### src/logic/bbps_params.svh
// Offsets, field positions, reset values and timing counts of the phase sequencer
`ifndef BBPS_PARAMS_SVH
`define BBPS_PARAMS_SVH
`define BBPS_ADDR_MODE 8'h55
`define BBPS_ADDR_PEAK 8'h57
`define BBPS_ADDR_CFG2 8'h58
`define BBPS_ADDR_CFG1 8'h56
`define BBPS_MODE_BIT 1
`define BBPS_LOOKUP_DIS_BIT 2
`define BBPS_ADAPT_DIS_BIT 3
`define BBPS_ZC_DIS_BIT 4
`define BBPS_FTHR_LSB 0
`define BBPS_FTHR_MSB 3
`define BBPS_RST_MODE 8'h00
`define BBPS_RST_PEAK 8'h00
`define BBPS_RST_CFG2 8'h00
`define BBPS_RST_CFG1 8'h00
`define BBPS_CLK_PERIOD_PS 4000
`define BBPS_TIMEOUT_NS 500
`define BBPS_TIMEOUT_CYC ((`BBPS_TIMEOUT_NS * 1000) / `BBPS_CLK_PERIOD_PS)
`define BBPS_FREEWHEEL_NS 30
`define BBPS_FREEWHEEL_CYC ((`BBPS_FREEWHEEL_NS * 1000 + `BBPS_CLK_PERIOD_PS - 1) / `BBPS_CLK_PERIOD_PS)
`define BBPS_LUT_DEPTH 16
`endif

### src/logic/bbps_pkg.sv
// Types of the phase sequencer
`default_nettype none
package bbps_pkg;
    typedef enum logic [2:0] {
        BBPS_IDLE = 3'b000,
        BBPS_PH1 = 3'b001,
        BBPS_PH2 = 3'b010,
        BBPS_PH3 = 3'b011,
        BBPS_PH4 = 3'b100
    } bbps_phase_t;
endpackage
`default_nettype wire

### src/logic/bbps_lut.sv
// Peak setting lookup table indexed by output voltage setting
`timescale 1ns/1ps
`default_nettype none
module bbps_lut #(
    parameter int DEPTH = 16
) (
    input wire logic clk,
    input wire logic [3:0] addr,
    output logic [7:0] rdata
);
    logic [7:0] rdata_r;
    logic [7:0] rom_val;
    // ----------------------------------------
    // Table: low nibble primary, high nibble secondary
    // ----------------------------------------
    always_comb begin
        rom_val = {addr, 4'(addr + 4'h4)};
    end
    always_ff @(posedge clk) begin
        rdata_r <= rom_val;
    end
    assign rdata = rdata_r;
endmodule
`default_nettype wire

### src/logic/bbps_seq.sv
// Buck-boost switching phase sequencer with configuration registers
`timescale 1ns/1ps
`default_nettype none
`include "bbps_params.svh"
module bbps_seq #(
    parameter int TIMEOUT_CYC = `BBPS_TIMEOUT_CYC,
    parameter int FREEWHEEL_CYC = `BBPS_FREEWHEEL_CYC
) (
    input wire logic clk,
    input wire logic rst_n,
    input wire logic reg_wr,
    input wire logic reg_rd,
    input wire logic [7:0] reg_addr,
    input wire logic [7:0] reg_wdata,
    output logic [7:0] reg_rdata,
    input wire logic [3:0] output_voltage_setting,
    input wire logic start_cycle,
    input wire logic ccm_mode,
    input wire logic cmp_peak,
    input wire logic cmp_valley,
    input wire logic cmp_zero,
    input wire logic cmp_vin_gt_vout,
    input wire logic [5:0] freq_level,
    output logic input_high_side_switch,
    output logic input_low_side_switch,
    output logic output_high_side_switch,
    output logic output_low_side_switch,
    output logic [3:0] peak_target,
    output logic valley_zero,
    output logic adaptive_enable,
    output logic low_iq_mode
);
    typedef struct packed {
        logic [7:0] mode_r;
        logic [7:0] peak_r;
        logic [7:0] cfg1_r;
        logic [7:0] cfg2_r;
        logic [7:0] rdata_r;
        logic [1:0] pk_s;
        logic [1:0] va_s;
        logic [1:0] zc_s;
        logic [1:0] vg_s;
        logic [11:0] fq_s;
        bbps_pkg::bbps_phase_t ph_r;
        logic [9:0] cnt_r;
        logic [3:0] sw_r;
        logic [3:0] tgt_r;
        logic vz_r;
        logic ad_r;
        logic liq_r;
    } bbps_state_t;

    bbps_state_t st_r;
    bbps_state_t st_nxt;
    logic [7:0] lut_data;
    logic [3:0] prim;
    logic [3:0] sec;
    logic [4:0] sum;
    logic [3:0] thr;
    logic [5:0] f_now;
    logic pk;
    logic va;
    logic zc;
    logic vg;
    logic buck_only;
    logic zc_dis;
    logic tmo;
    logic dis_end;
    logic pk_ok;

    bbps_lut #(.DEPTH(`BBPS_LUT_DEPTH)) u_lut (
        .clk(clk),
        .addr(output_voltage_setting),
        .rdata(lut_data)
    );

    // ----------------------------------------
    // Next state
    // ----------------------------------------
    always_comb begin
        st_nxt = st_r;
        // Two-flop synchronisers, second stage only is used
        st_nxt.pk_s = {st_r.pk_s[0], cmp_peak};
        st_nxt.va_s = {st_r.va_s[0], cmp_valley};
        st_nxt.zc_s = {st_r.zc_s[0], cmp_zero};
        st_nxt.vg_s = {st_r.vg_s[0], cmp_vin_gt_vout};
        st_nxt.fq_s = {st_r.fq_s[5:0], freq_level};
        pk = st_r.pk_s[1];
        va = st_r.va_s[1];
        zc = st_r.zc_s[1];
        vg = st_r.vg_s[1];
        f_now = st_r.fq_s[11:6];
        buck_only = st_r.mode_r[`BBPS_MODE_BIT];
        zc_dis = st_r.cfg2_r[`BBPS_ZC_DIS_BIT];
        // Peak source
        if (st_r.cfg2_r[`BBPS_LOOKUP_DIS_BIT]) begin
            prim = st_r.peak_r[3:0];
            sec = st_r.peak_r[7:4];
        end else begin
            prim = lut_data[3:0];
            sec = lut_data[7:4];
        end
        sum = 5'(prim) + 5'(sec);
        if (buck_only || !vg || st_r.ph_r == bbps_pkg::BBPS_PH2) begin
            st_nxt.tgt_r = prim;
        end else begin
            st_nxt.tgt_r = (sum > 5'h0f) ? 4'hf : sum[3:0];
        end
        st_nxt.ad_r = !st_r.cfg2_r[`BBPS_ADAPT_DIS_BIT];
        st_nxt.vz_r = st_r.cfg2_r[`BBPS_ADAPT_DIS_BIT] || (zc_dis && !ccm_mode);
        // Discharge end: DCM via zero cross or valley unless disabled, CCM via valley
        if (zc_dis) begin
            dis_end = va;
        end else begin
            dis_end = ccm_mode ? va : (zc || va);
        end
        tmo = (st_r.cnt_r == 10'h000);
        // Peak compare stale until the new phase 1 target has passed target register and synchroniser
        pk_ok = (st_r.cnt_r <= 10'(TIMEOUT_CYC - 4));
        // Frequency hysteresis
        thr = st_r.cfg1_r[`BBPS_FTHR_MSB:`BBPS_FTHR_LSB];
        if (f_now >= {thr, 2'b00}) begin
            st_nxt.liq_r = 1'b0;
        end else if (f_now <= {2'b00, thr}) begin
            st_nxt.liq_r = 1'b1;
        end
        // Phase machine
        case (st_r.ph_r)
            bbps_pkg::BBPS_IDLE: begin
                if (start_cycle) begin
                    if (buck_only) begin
                        st_nxt.ph_r = bbps_pkg::BBPS_PH1;
                        st_nxt.cnt_r = 10'(TIMEOUT_CYC - 1);
                    end else begin
                        st_nxt.ph_r = bbps_pkg::BBPS_PH2;
                    end
                end
            end
            bbps_pkg::BBPS_PH2: begin
                if (pk) begin
                    st_nxt.ph_r = bbps_pkg::BBPS_PH1;
                    st_nxt.cnt_r = 10'(TIMEOUT_CYC - 1);
                end
            end
            bbps_pkg::BBPS_PH1: begin
                if (!tmo) begin
                    st_nxt.cnt_r = st_r.cnt_r - 10'h001;
                end
                if (buck_only) begin
                    if (pk) begin
                        st_nxt.ph_r = bbps_pkg::BBPS_PH3;
                        st_nxt.cnt_r = 10'h000;
                    end
                end else if ((vg && ((pk && pk_ok) || tmo)) || (!vg && (tmo || dis_end))) begin
                    st_nxt.ph_r = bbps_pkg::BBPS_PH3;
                    st_nxt.cnt_r = 10'h000;
                end
            end
            bbps_pkg::BBPS_PH3: begin
                if (dis_end) begin
                    if (ccm_mode && !zc_dis) begin
                        st_nxt.ph_r = bbps_pkg::BBPS_IDLE;
                    end else begin
                        st_nxt.ph_r = bbps_pkg::BBPS_PH4;
                        st_nxt.cnt_r = 10'(FREEWHEEL_CYC - 1);
                    end
                end
            end
            bbps_pkg::BBPS_PH4: begin
                if (ccm_mode) begin
                    if (tmo) begin
                        st_nxt.ph_r = bbps_pkg::BBPS_IDLE;
                    end else begin
                        st_nxt.cnt_r = st_r.cnt_r - 10'h001;
                    end
                end else if (start_cycle) begin
                    st_nxt.ph_r = buck_only ? bbps_pkg::BBPS_PH1 : bbps_pkg::BBPS_PH2;
                    st_nxt.cnt_r = 10'(TIMEOUT_CYC - 1);
                end
            end
            default: begin
                st_nxt.ph_r = bbps_pkg::BBPS_IDLE;
            end
        endcase
        // Switch encoding: {in_hi, in_lo, out_hi, out_lo}
        case (st_nxt.ph_r)
            bbps_pkg::BBPS_PH1: st_nxt.sw_r = 4'b1010;
            bbps_pkg::BBPS_PH2: st_nxt.sw_r = 4'b1001;
            bbps_pkg::BBPS_PH3: st_nxt.sw_r = 4'b0110;
            bbps_pkg::BBPS_PH4: st_nxt.sw_r = 4'b0101;
            default: st_nxt.sw_r = 4'b0000;
        endcase
        // Registers
        if (reg_wr) begin
            case (reg_addr)
                `BBPS_ADDR_MODE: st_nxt.mode_r = reg_wdata;
                `BBPS_ADDR_PEAK: st_nxt.peak_r = reg_wdata;
                `BBPS_ADDR_CFG1: st_nxt.cfg1_r = reg_wdata;
                `BBPS_ADDR_CFG2: st_nxt.cfg2_r = reg_wdata;
                default: ;
            endcase
        end
        if (reg_rd) begin
            case (reg_addr)
                `BBPS_ADDR_MODE: st_nxt.rdata_r = st_r.mode_r;
                `BBPS_ADDR_PEAK: st_nxt.rdata_r = st_r.peak_r;
                `BBPS_ADDR_CFG1: st_nxt.rdata_r = st_r.cfg1_r;
                `BBPS_ADDR_CFG2: st_nxt.rdata_r = st_r.cfg2_r;
                default: st_nxt.rdata_r = 8'h00;
            endcase
        end
    end

    // ----------------------------------------
    // State register
    // ----------------------------------------
    always_ff @(posedge clk) begin
        if (!rst_n) begin
            st_r <= '0;
            st_r.mode_r <= `BBPS_RST_MODE;
            st_r.peak_r <= `BBPS_RST_PEAK;
            st_r.cfg1_r <= `BBPS_RST_CFG1;
            st_r.cfg2_r <= `BBPS_RST_CFG2;
            st_r.ph_r <= bbps_pkg::BBPS_IDLE;
            st_r.liq_r <= 1'b1;
        end else begin
            st_r <= st_nxt;
        end
    end

    assign reg_rdata = st_r.rdata_r;
    assign input_high_side_switch = st_r.sw_r[3];
    assign input_low_side_switch = st_r.sw_r[2];
    assign output_high_side_switch = st_r.sw_r[1];
    assign output_low_side_switch = st_r.sw_r[0];
    assign peak_target = st_r.tgt_r;
    assign valley_zero = st_r.vz_r;
    assign adaptive_enable = st_r.ad_r;
    assign low_iq_mode = st_r.liq_r;

    // ----------------------------------------
    // Checks
    // ----------------------------------------
    AST_TWO_MAX: assert property (@(posedge clk) disable iff (!rst_n) $countones(st_r.sw_r) <= 2)
        else $error("More than two switches on");
    AST_NO_SHOOT: assert property (@(posedge clk) disable iff (!rst_n)
        !(input_high_side_switch && input_low_side_switch) && !(output_high_side_switch && output_low_side_switch))
        else $error("Leg shoot-through");
    AST_BB_START: assert property (@(posedge clk) disable iff (!rst_n)
        (st_r.ph_r == bbps_pkg::BBPS_IDLE && start_cycle && !buck_only) |=> st_r.ph_r == bbps_pkg::BBPS_PH2)
        else $error("Buck-boost did not start in phase 2");
    AST_BUCK_NO_P2: assert property (@(posedge clk) disable iff (!rst_n)
        (buck_only && $stable(buck_only)) |-> st_r.ph_r != bbps_pkg::BBPS_PH2 || $past(st_r.ph_r) == bbps_pkg::BBPS_PH2)
        else $error("Phase 2 entered in buck-only mode");
    AST_P2_TO_P1: assert property (@(posedge clk) disable iff (!rst_n)
        (st_r.ph_r == bbps_pkg::BBPS_PH2 && pk) |=> st_r.ph_r == bbps_pkg::BBPS_PH1)
        else $error("Phase 2 did not end at peak");
    AST_P1_TMO: assert property (@(posedge clk) disable iff (!rst_n)
        ($rose(st_r.ph_r == bbps_pkg::BBPS_PH1) && !buck_only) |-> ##[0:130] st_r.ph_r != bbps_pkg::BBPS_PH1)
        else $error("Phase 1 outlasted timeout");
    AST_P1_LOAD: assert property (@(posedge clk) disable iff (!rst_n)
        $rose(st_r.ph_r == bbps_pkg::BBPS_PH1) |-> st_r.cnt_r == 10'(TIMEOUT_CYC - 1))
        else $error("Timeout counter not loaded");
    AST_CCM_SKIP: assert property (@(posedge clk) disable iff (!rst_n)
        (st_r.ph_r == bbps_pkg::BBPS_PH3 && ccm_mode && !zc_dis && dis_end) |=> st_r.ph_r == bbps_pkg::BBPS_IDLE)
        else $error("Phase 4 not skipped in CCM");
    AST_LIQ_OFF: assert property (@(posedge clk) disable iff (!rst_n)
        (f_now >= {thr, 2'b00}) |=> !low_iq_mode)
        else $error("Low-iq mode not left at threshold");
    AST_LOOKUP: assert property (@(posedge clk) disable iff (!rst_n)
        (!st_r.cfg2_r[`BBPS_LOOKUP_DIS_BIT] && buck_only) |=> peak_target == $past(lut_data[3:0]))
        else $error("Lookup peak not applied");
    COV_P4: cover property (@(posedge clk) st_r.ph_r == bbps_pkg::BBPS_PH4);
    COV_BUCK: cover property (@(posedge clk) buck_only && st_r.ph_r == bbps_pkg::BBPS_PH3);
    COV_TMO: cover property (@(posedge clk) st_r.ph_r == bbps_pkg::BBPS_PH1 && tmo);
endmodule
`default_nettype wire

### config.mk
export PLATFORM = sky130hd
export DESIGN_NAME = bbps_seq
export DESIGN_NICKNAME = d
export VERILOG_FILES = /design/src/logic/bbps_pkg.sv /design/src/logic/bbps_lut.sv /design/src/logic/bbps_seq.sv
export VERILOG_INCLUDE_DIRS = /design/src /design/src/logic
export SDC_FILE = /design/constraint.sdc
export NUM_CORES = 1
export LEC_CHECK = 0
export BUFFER_PORTS_ARGS = -buffer_cell sky130_fd_sc_hd__buf_2
export CAP_MARGIN = 20
export CORE_UTILIZATION = 58
export DETAILED_ROUTE_END_ITERATION = 7
export HOLD_SLACK_MARGIN = 0.05
export PLACE_DENSITY = 0.87
export SETUP_SLACK_MARGIN = 0.05
export SLEW_MARGIN = 20
export SYNTH_ARGS = -nofsm -noshare
export SYNTH_HDL_FRONTEND = slang
export SYNTH_SLANG_ARGS = --single-unit
### constraint.sdc
create_clock -name clk -period 3 [get_ports clk]
set_clock_uncertainty 0.05 [all_clocks]
set_input_delay 0 -clock clk [delete_from_list [all_inputs] [get_ports clk]]
set_output_delay 0 -clock clk [all_outputs]
set_load 0.05 [all_outputs]
### Yosys cells after proc, flatten, opt, wreduce, memory -nomap -nowiden

Index checks and enable logic that the tools add are counted.

| word-level totals | value |
|---|---|
| register bits after elaboration | 92 |
| bits in latches | 0 |
| bits in writable memories | 0 |
| bits in read-only memories | 0 |
| input bits | 36 |
| output and inout port bits | 19 |
| word-level logic and storage cells | 94 |
| memories | 0 |

| operators by class | value |
|---|---|
| $add $sub $neg | 3 |
| $mul | 0 |
| divide/modulo/power cells | 0 |
| magnitude comparators | 4 |
| equality and inequality tests | 18 |
| shift-type cells | 0 |
| mux-type cells | 26 |
| bitwise gates (word level) | 0 |
| reduce and logical (&&, ||, !) cells | 25 |

Operators by type and width:

| cell | number |
|---|---|
| $mux 13 | 8 |
| $pmux 10 s5 | 1 |
| $eq 8x7->1 const B | 4 |
| $pmux 8 s4 | 1 |
| $mux 10 | 3 |
| $mux 4 | 4 |
| $pmux 4 s4 | 1 |
| $pmux 3 s5 | 1 |
| $eq 3x2->1 const B | 4 |
| $le 10x7->1 const B | 1 |
| $logic_not 10->1 | 1 |
| $ne 2x2->1 const B | 5 |
| $sub 10x1->10 const B | 1 |
| $reduce_and 2->1 | 4 |
| $logic_or 1x1->1 | 7 |
| $reduce_and 7->1 | 1 |
| $eq 3x1->1 const B | 2 |
| $eq 3x3->1 const B | 2 |
| $ge 6x6->1 | 1 |
| $le 6x4->1 | 1 |
| $mux 3 | 2 |
| $add 4x4->5 | 1 |
| $gt 5x4->1 const B | 1 |
| $logic_and 1x1->1 | 5 |
| 8 further kinds | 14 |

### Depth between registers and ports, before layout

| depth | value |
|---|---|
| depth after elaboration | 11 |
| depth in mapped cells | 11 |
| gate-level depth less buffers | 10 |

### Cells and area by module

Synthesis repeated with hierarchy kept, for this count alone.

| unflattened totals | value |
|---|---|
| cells, all modules | 502 |
| area, all modules | 4,302.9 sq um |

Modules (own cells, without submodules):

| module | instances | cells each | area an instance (sq um) | sequential area each (sq um) |
|---|---|---|---|---|
| bbps_seq | 1 | 492 | 4,155.2 | 1,681.6 |
| bbps_lut | 1 | 10 | 147.6 | 120.1 |

### Worst setup path after synthesis

Ideal clock, no wire load.

| timing | value |
|---|---|
| path type | register to register |
| start point | register st_r[12] (netlist bit) |
| end point | register st_r (netlist bit input_high_side_switch) |
| library setup time | 0.115 ns |
| arrival | 1.932 ns |
| data required time | 2.835 ns |
| path slack | 0.903 ns |
| stages on the path, launching flop included | 9 |
| buffers on the path | 0 |
| period minus slack after synthesis | 2.097 ns |
| cells stage by stage | dfxtp_1 inv_1 ha_1 or4b_4 nor3_2 nor3_1 o2111a_2 xnor2_1 nor2_1 |

| on the way | value |
|---|---|
| cells in the longest elaborated chain, start to end | 10 |
| elaborated cells between the ends (all ways) | 18 |
| classes of those cells | 1 x order compare; 4 x eq/ne; 6 x mux; 7 x reduce/logical |

RTL lines:

| element | line | text |
|---|---|---|
| start, declared | bbps_seq.sv:53 | `bbps_state_t st_r;` |
| start signal, assigned | bbps_seq.sv:227 | `st_r <= st_nxt;` |
| $le 10x7->1 | bbps_seq.sv:119 | `pk_ok = (st_r.cnt_r <= 10'(TIMEOUT_CYC - 4));` |
| $logic_and 1x1->1 | bbps_seq.sv:154 | `end else if ((vg && ((pk && pk_ok) \|\| tmo)) \|\| (!vg && (tmo \|\| dis_end))) begin` |
| $logic_or 1x1->1 | bbps_seq.sv:154 |  |
| $logic_and 1x1->1 | bbps_seq.sv:154 |  |
| $logic_or 1x1->1 | bbps_seq.sv:154 |  |
| $mux 13 | bbps_seq.sv:154 |  |
| $mux 13 | bbps_seq.sv:149 | `if (buck_only) begin` |
| $pmux 3 s5 * | bbps_seq.sv:128 | `case (st_r.ph_r)` |
| $eq 3x3->1, or another cell as far along | bbps_seq.sv:186 | `case (st_nxt.ph_r)` |
| $pmux 4 s4 * | bbps_seq.sv:186 |  |

Mark *: on every way between the ends. The rest lies on a longest branch, timed or not.
A chain may end at the register's enable or synchronous reset.

### Worst setup path in the final report

Ends and elaborated chain as after synthesis.

==> flow_summary_export.csv <==
group,metric,value,unit
power_and_ir_drop,switching_share,0.289,
floorplanning,rows,30,
power_and_ir_drop,clockPowerShare,0.335,
timing,setup_viol,0,
power_and_ir_drop,pwr-share-comb,0.137,
layout,final_cells,661,
clocking,htree_levels,3,
global_route,grt_pass1_wl,16.0,mm
logic_synthesis,yosysMostFrequentCell,"dfxtp_1",
job,maxCapViolCount,0,
logic_synthesis,avgSynthCellArea,8.53,um2
clocking,clkSinkCount,90,
global_route,antenna_found_initial,0,
timing,report.final.hold_viol_count,0,
power_and_ir_drop,power.internal,0.00168,W
layout,post_route_cells_drive_above_1_share,0.182,
timing,fin_crit,2460,ps
setup_path,worstPathArrival,2660,ps
layout,area_delta_synth_final,15.5,%
place,post_dp_cell_area,4490,um2
run_status,outcome,"complete, no violations",
global_route,grtUsageTotal,0.272,
power_and_ir_drop,switchingPower,0.000685,W
timing,post-route-period-util,0.820,
drt,drc,0,
layout,multi_input_area,2170,um2
clocking,clk_pin_slew_worst_paths,90,ps
floorplanning,core,6940,um2
power_and_ir_drop,power.leakage,2.00,nW
drt,dr_wl_met2,4.82,mm
place,dpl.hpwl,6.65,mm
power_and_ir_drop,peakVddDrop,0.000338,V
logic_synthesis,ys_top_cells_by_count,"dfxtp_1, nand2_1, a21oi_1",
logic_synthesis,synth.top_cell.area_share,0.422,
place,dp_cells,620,
drt,routed.top_layer,"met4",
clocking,clockBufferDepth,2,
drt,route.met3.wl,744,um
timing,max_slew_margin,0.530,
floorplanning,die-width,87.8,um
layout,register_area,1800,um2
power_and_ir_drop,finalPower,0.00237,W
logic_synthesis,synthesis.area,4270,um2
setup_path,critPathCaptureType,"register",
clocking,cts_root_buf,"clkbuf_8",
logic_synthesis,syn_inst,500,
layout,layout.nets,611,
setup_path,worst-setup-path-type,"register to register",
drt,dr.pass1.iters,5,
timing,fmax,0.406,GHz
global_route,grt_start_max_net_pins,46,
floorplanning,ios,55,
clocking,clk_latency,380,ps
setup_path,cp.required,3200,ps
logic_synthesis,synth_seq_cells,90,
place,gp_congestion,0.877,
drt,drt-total-wl,9.87,mm
logic_synthesis,ys_top_cells_by_area,"dfxtp_1, a21oi_1, nand2_1",
logic_synthesis,yosys_warnings,0,
logic_synthesis,yosysTopAreaCell,"dfxtp_1",
timing,rsz0062_at_grt,"false",
power_and_ir_drop,powerDensity,481,nW/um2
drt,drtIter0Drc,370,
timing,worst_pin_slew,704,ps
layout,fin_area,4930,um2
drt,wl_per_cell,14.9,um
min_path,hold_path_class,"primary input to register",
global_route,grt-ovfl-total,0,
timing,drv_slew,0,
clocking,cts_tree,"built",
floorplanning,start_util,0.614,
power_and_ir_drop,pwr-share-seq,0.528,
place,port_buffers,54,
layout,final.fill_count,537,
drt,met1Wirelength,4.12,mm
logic_synthesis,async_reset_ff_frac,0,
setup_path,critPathMaxFanout,6,
drt,vias,3848,
timing,finalSetupTns,0,ps
clocking,cts_buffers,9,
layout,diodes,0,
floorplanning,die_h,87.8,um
floorplanning,die_area,7700,um2
drt,postRouteAntennaNets,0,
clocking,post_cts_buffers,0,
logic_synthesis,synth_ff_type,"dfxtp_1",
setup_path,cp-start-kind,"register",
drt,viasPerCell,5.82,
logic_synthesis,syn-num-nets,551,
logic_synthesis,synth-seq-area-share,0.422,
logic_synthesis,ys_types,72,
logic_synthesis,synth_edf_count,0,
global_route,grt_pass1_vias,3395,
[cell type report]
class / instances / area share
clock buffer: 9 / 0.0251
clock inverter: 7 / 0.0135
inverter: 24 / 0.0183
multi-input combinational: 351 / 0.440
sequential: 90 / 0.366
tap: 96 / 0.0244
timing repair buffer: 84 / 0.113
[layout by cell type, fill, tap and decap left out, types with 6 or more instances in the layout]
master          n
dlygate4sd3_1  25
nand3_1        38
and2_1         20
ha_1           14
a31oi_1         6
a21oi_1        57
o21ai_1         7
nand2_1        73
buf_2          54
o21ai_0        13
a21o_1         13
dfxtp_1        90
inv_1          22
a222oi_1        8
nor2_1         21
clkbuf_8        9
[registers in the layout, summed over array words and instances, names as in the netlist]
| signal | cells |
|---|---|
| peak_target | 4 |
| output_low_side_switch | 1 |
| st_r | 47 |
| low_iq_mode | 1 |
| pk | 1 |
| adaptive_enable | 1 |
| f_now | 6 |
| input_low_side_switch | 1 |
| buck_only | 1 |
| valley_zero | 1 |
| input_high_side_switch | 1 |
| reg_rdata | 8 |
| st_nxt | 10 |
| u_lut.rdata | 6 |
| output_high_side_switch | 1 |
[power by group through the flow]
stage / Sequential [W] / Clock [W] / Combinational (W)
6_report: 0.00125 / 0.000795 / 0.000324
5_1_grt: 0.00126 / 0.000853 / 0.000352
3_5_place_dp: 0.00128 / 0 / 0.000291
3_3_place_gp: 0.00128 / 0 / 0.000281
2_1_floorplan: 0.00129 / 0 / 0.000200
4_1_cts: 0.00125 / 0.000806 / 0.000318
[kinds of logic after synthesis]
| group | share of synthesized area |
|---|---|
| AO/OA/AOI/OAI | 0.197 |
| XOR/XNOR | 0.00822 |
| adder cells (fa/ha/maj) | 0.0458 |
| buffers and inverters | 0.0692 |
| flip-flops | 0.422 |
| multiplexers | 0.0155 |
| AND/OR/NAND/NOR | 0.241 |
[critical path, stage by stage, from the launching register on]
cell and delay [ps]:
dfxtp_1 340, inv_1 130, ha_1 270, or4b_4 540
nor3_2 360, nor3_1 110, o2111a_2 310, xnor2_1 180
nor2_1 50
[routing by layer]
metal | vias to the layer above | GRT usage
li1 | 1875 | -
met1 | 1781 | 0.340
met2 | 171 | 0.464
met3 | 21 | 0.0547
met4 | 0 | 0.0999
met5 | - | 0
[what timing repair did]
item                       CTS  global route
hold buffers                25             0
hold endpoints to repair    57             0
setup endpoints to repair    0             0
gates resized for setup      0             0
[stage by stage]
stage | utilization | setup slack [ps] | hold slack [ps]
after detailed placement | 0.646 | 665 | 56.7
after CTS | 0.710 | 596 | 79.1
after global placement | 0.646 | 751 | 52.3
after global routing | 0.710 | 480 | 120
final | 0.710 | 540 | 93.6
after floorplan | - | 903 | -22.3
[final timing paths]
kind / startpoint / endpoint / slack [ps] / cells past startpoint
min reg2reg: st_nxt[32] / f_now[2] / 390 / 1
min: start_cycle / st_r[22] / 90 / 4
max reg2reg: st_r[12] / input_high_side_switch / 540 / 8
max: st_r[12] / input_high_side_switch / 540 / 8
(Power assumes the default switching activity.)
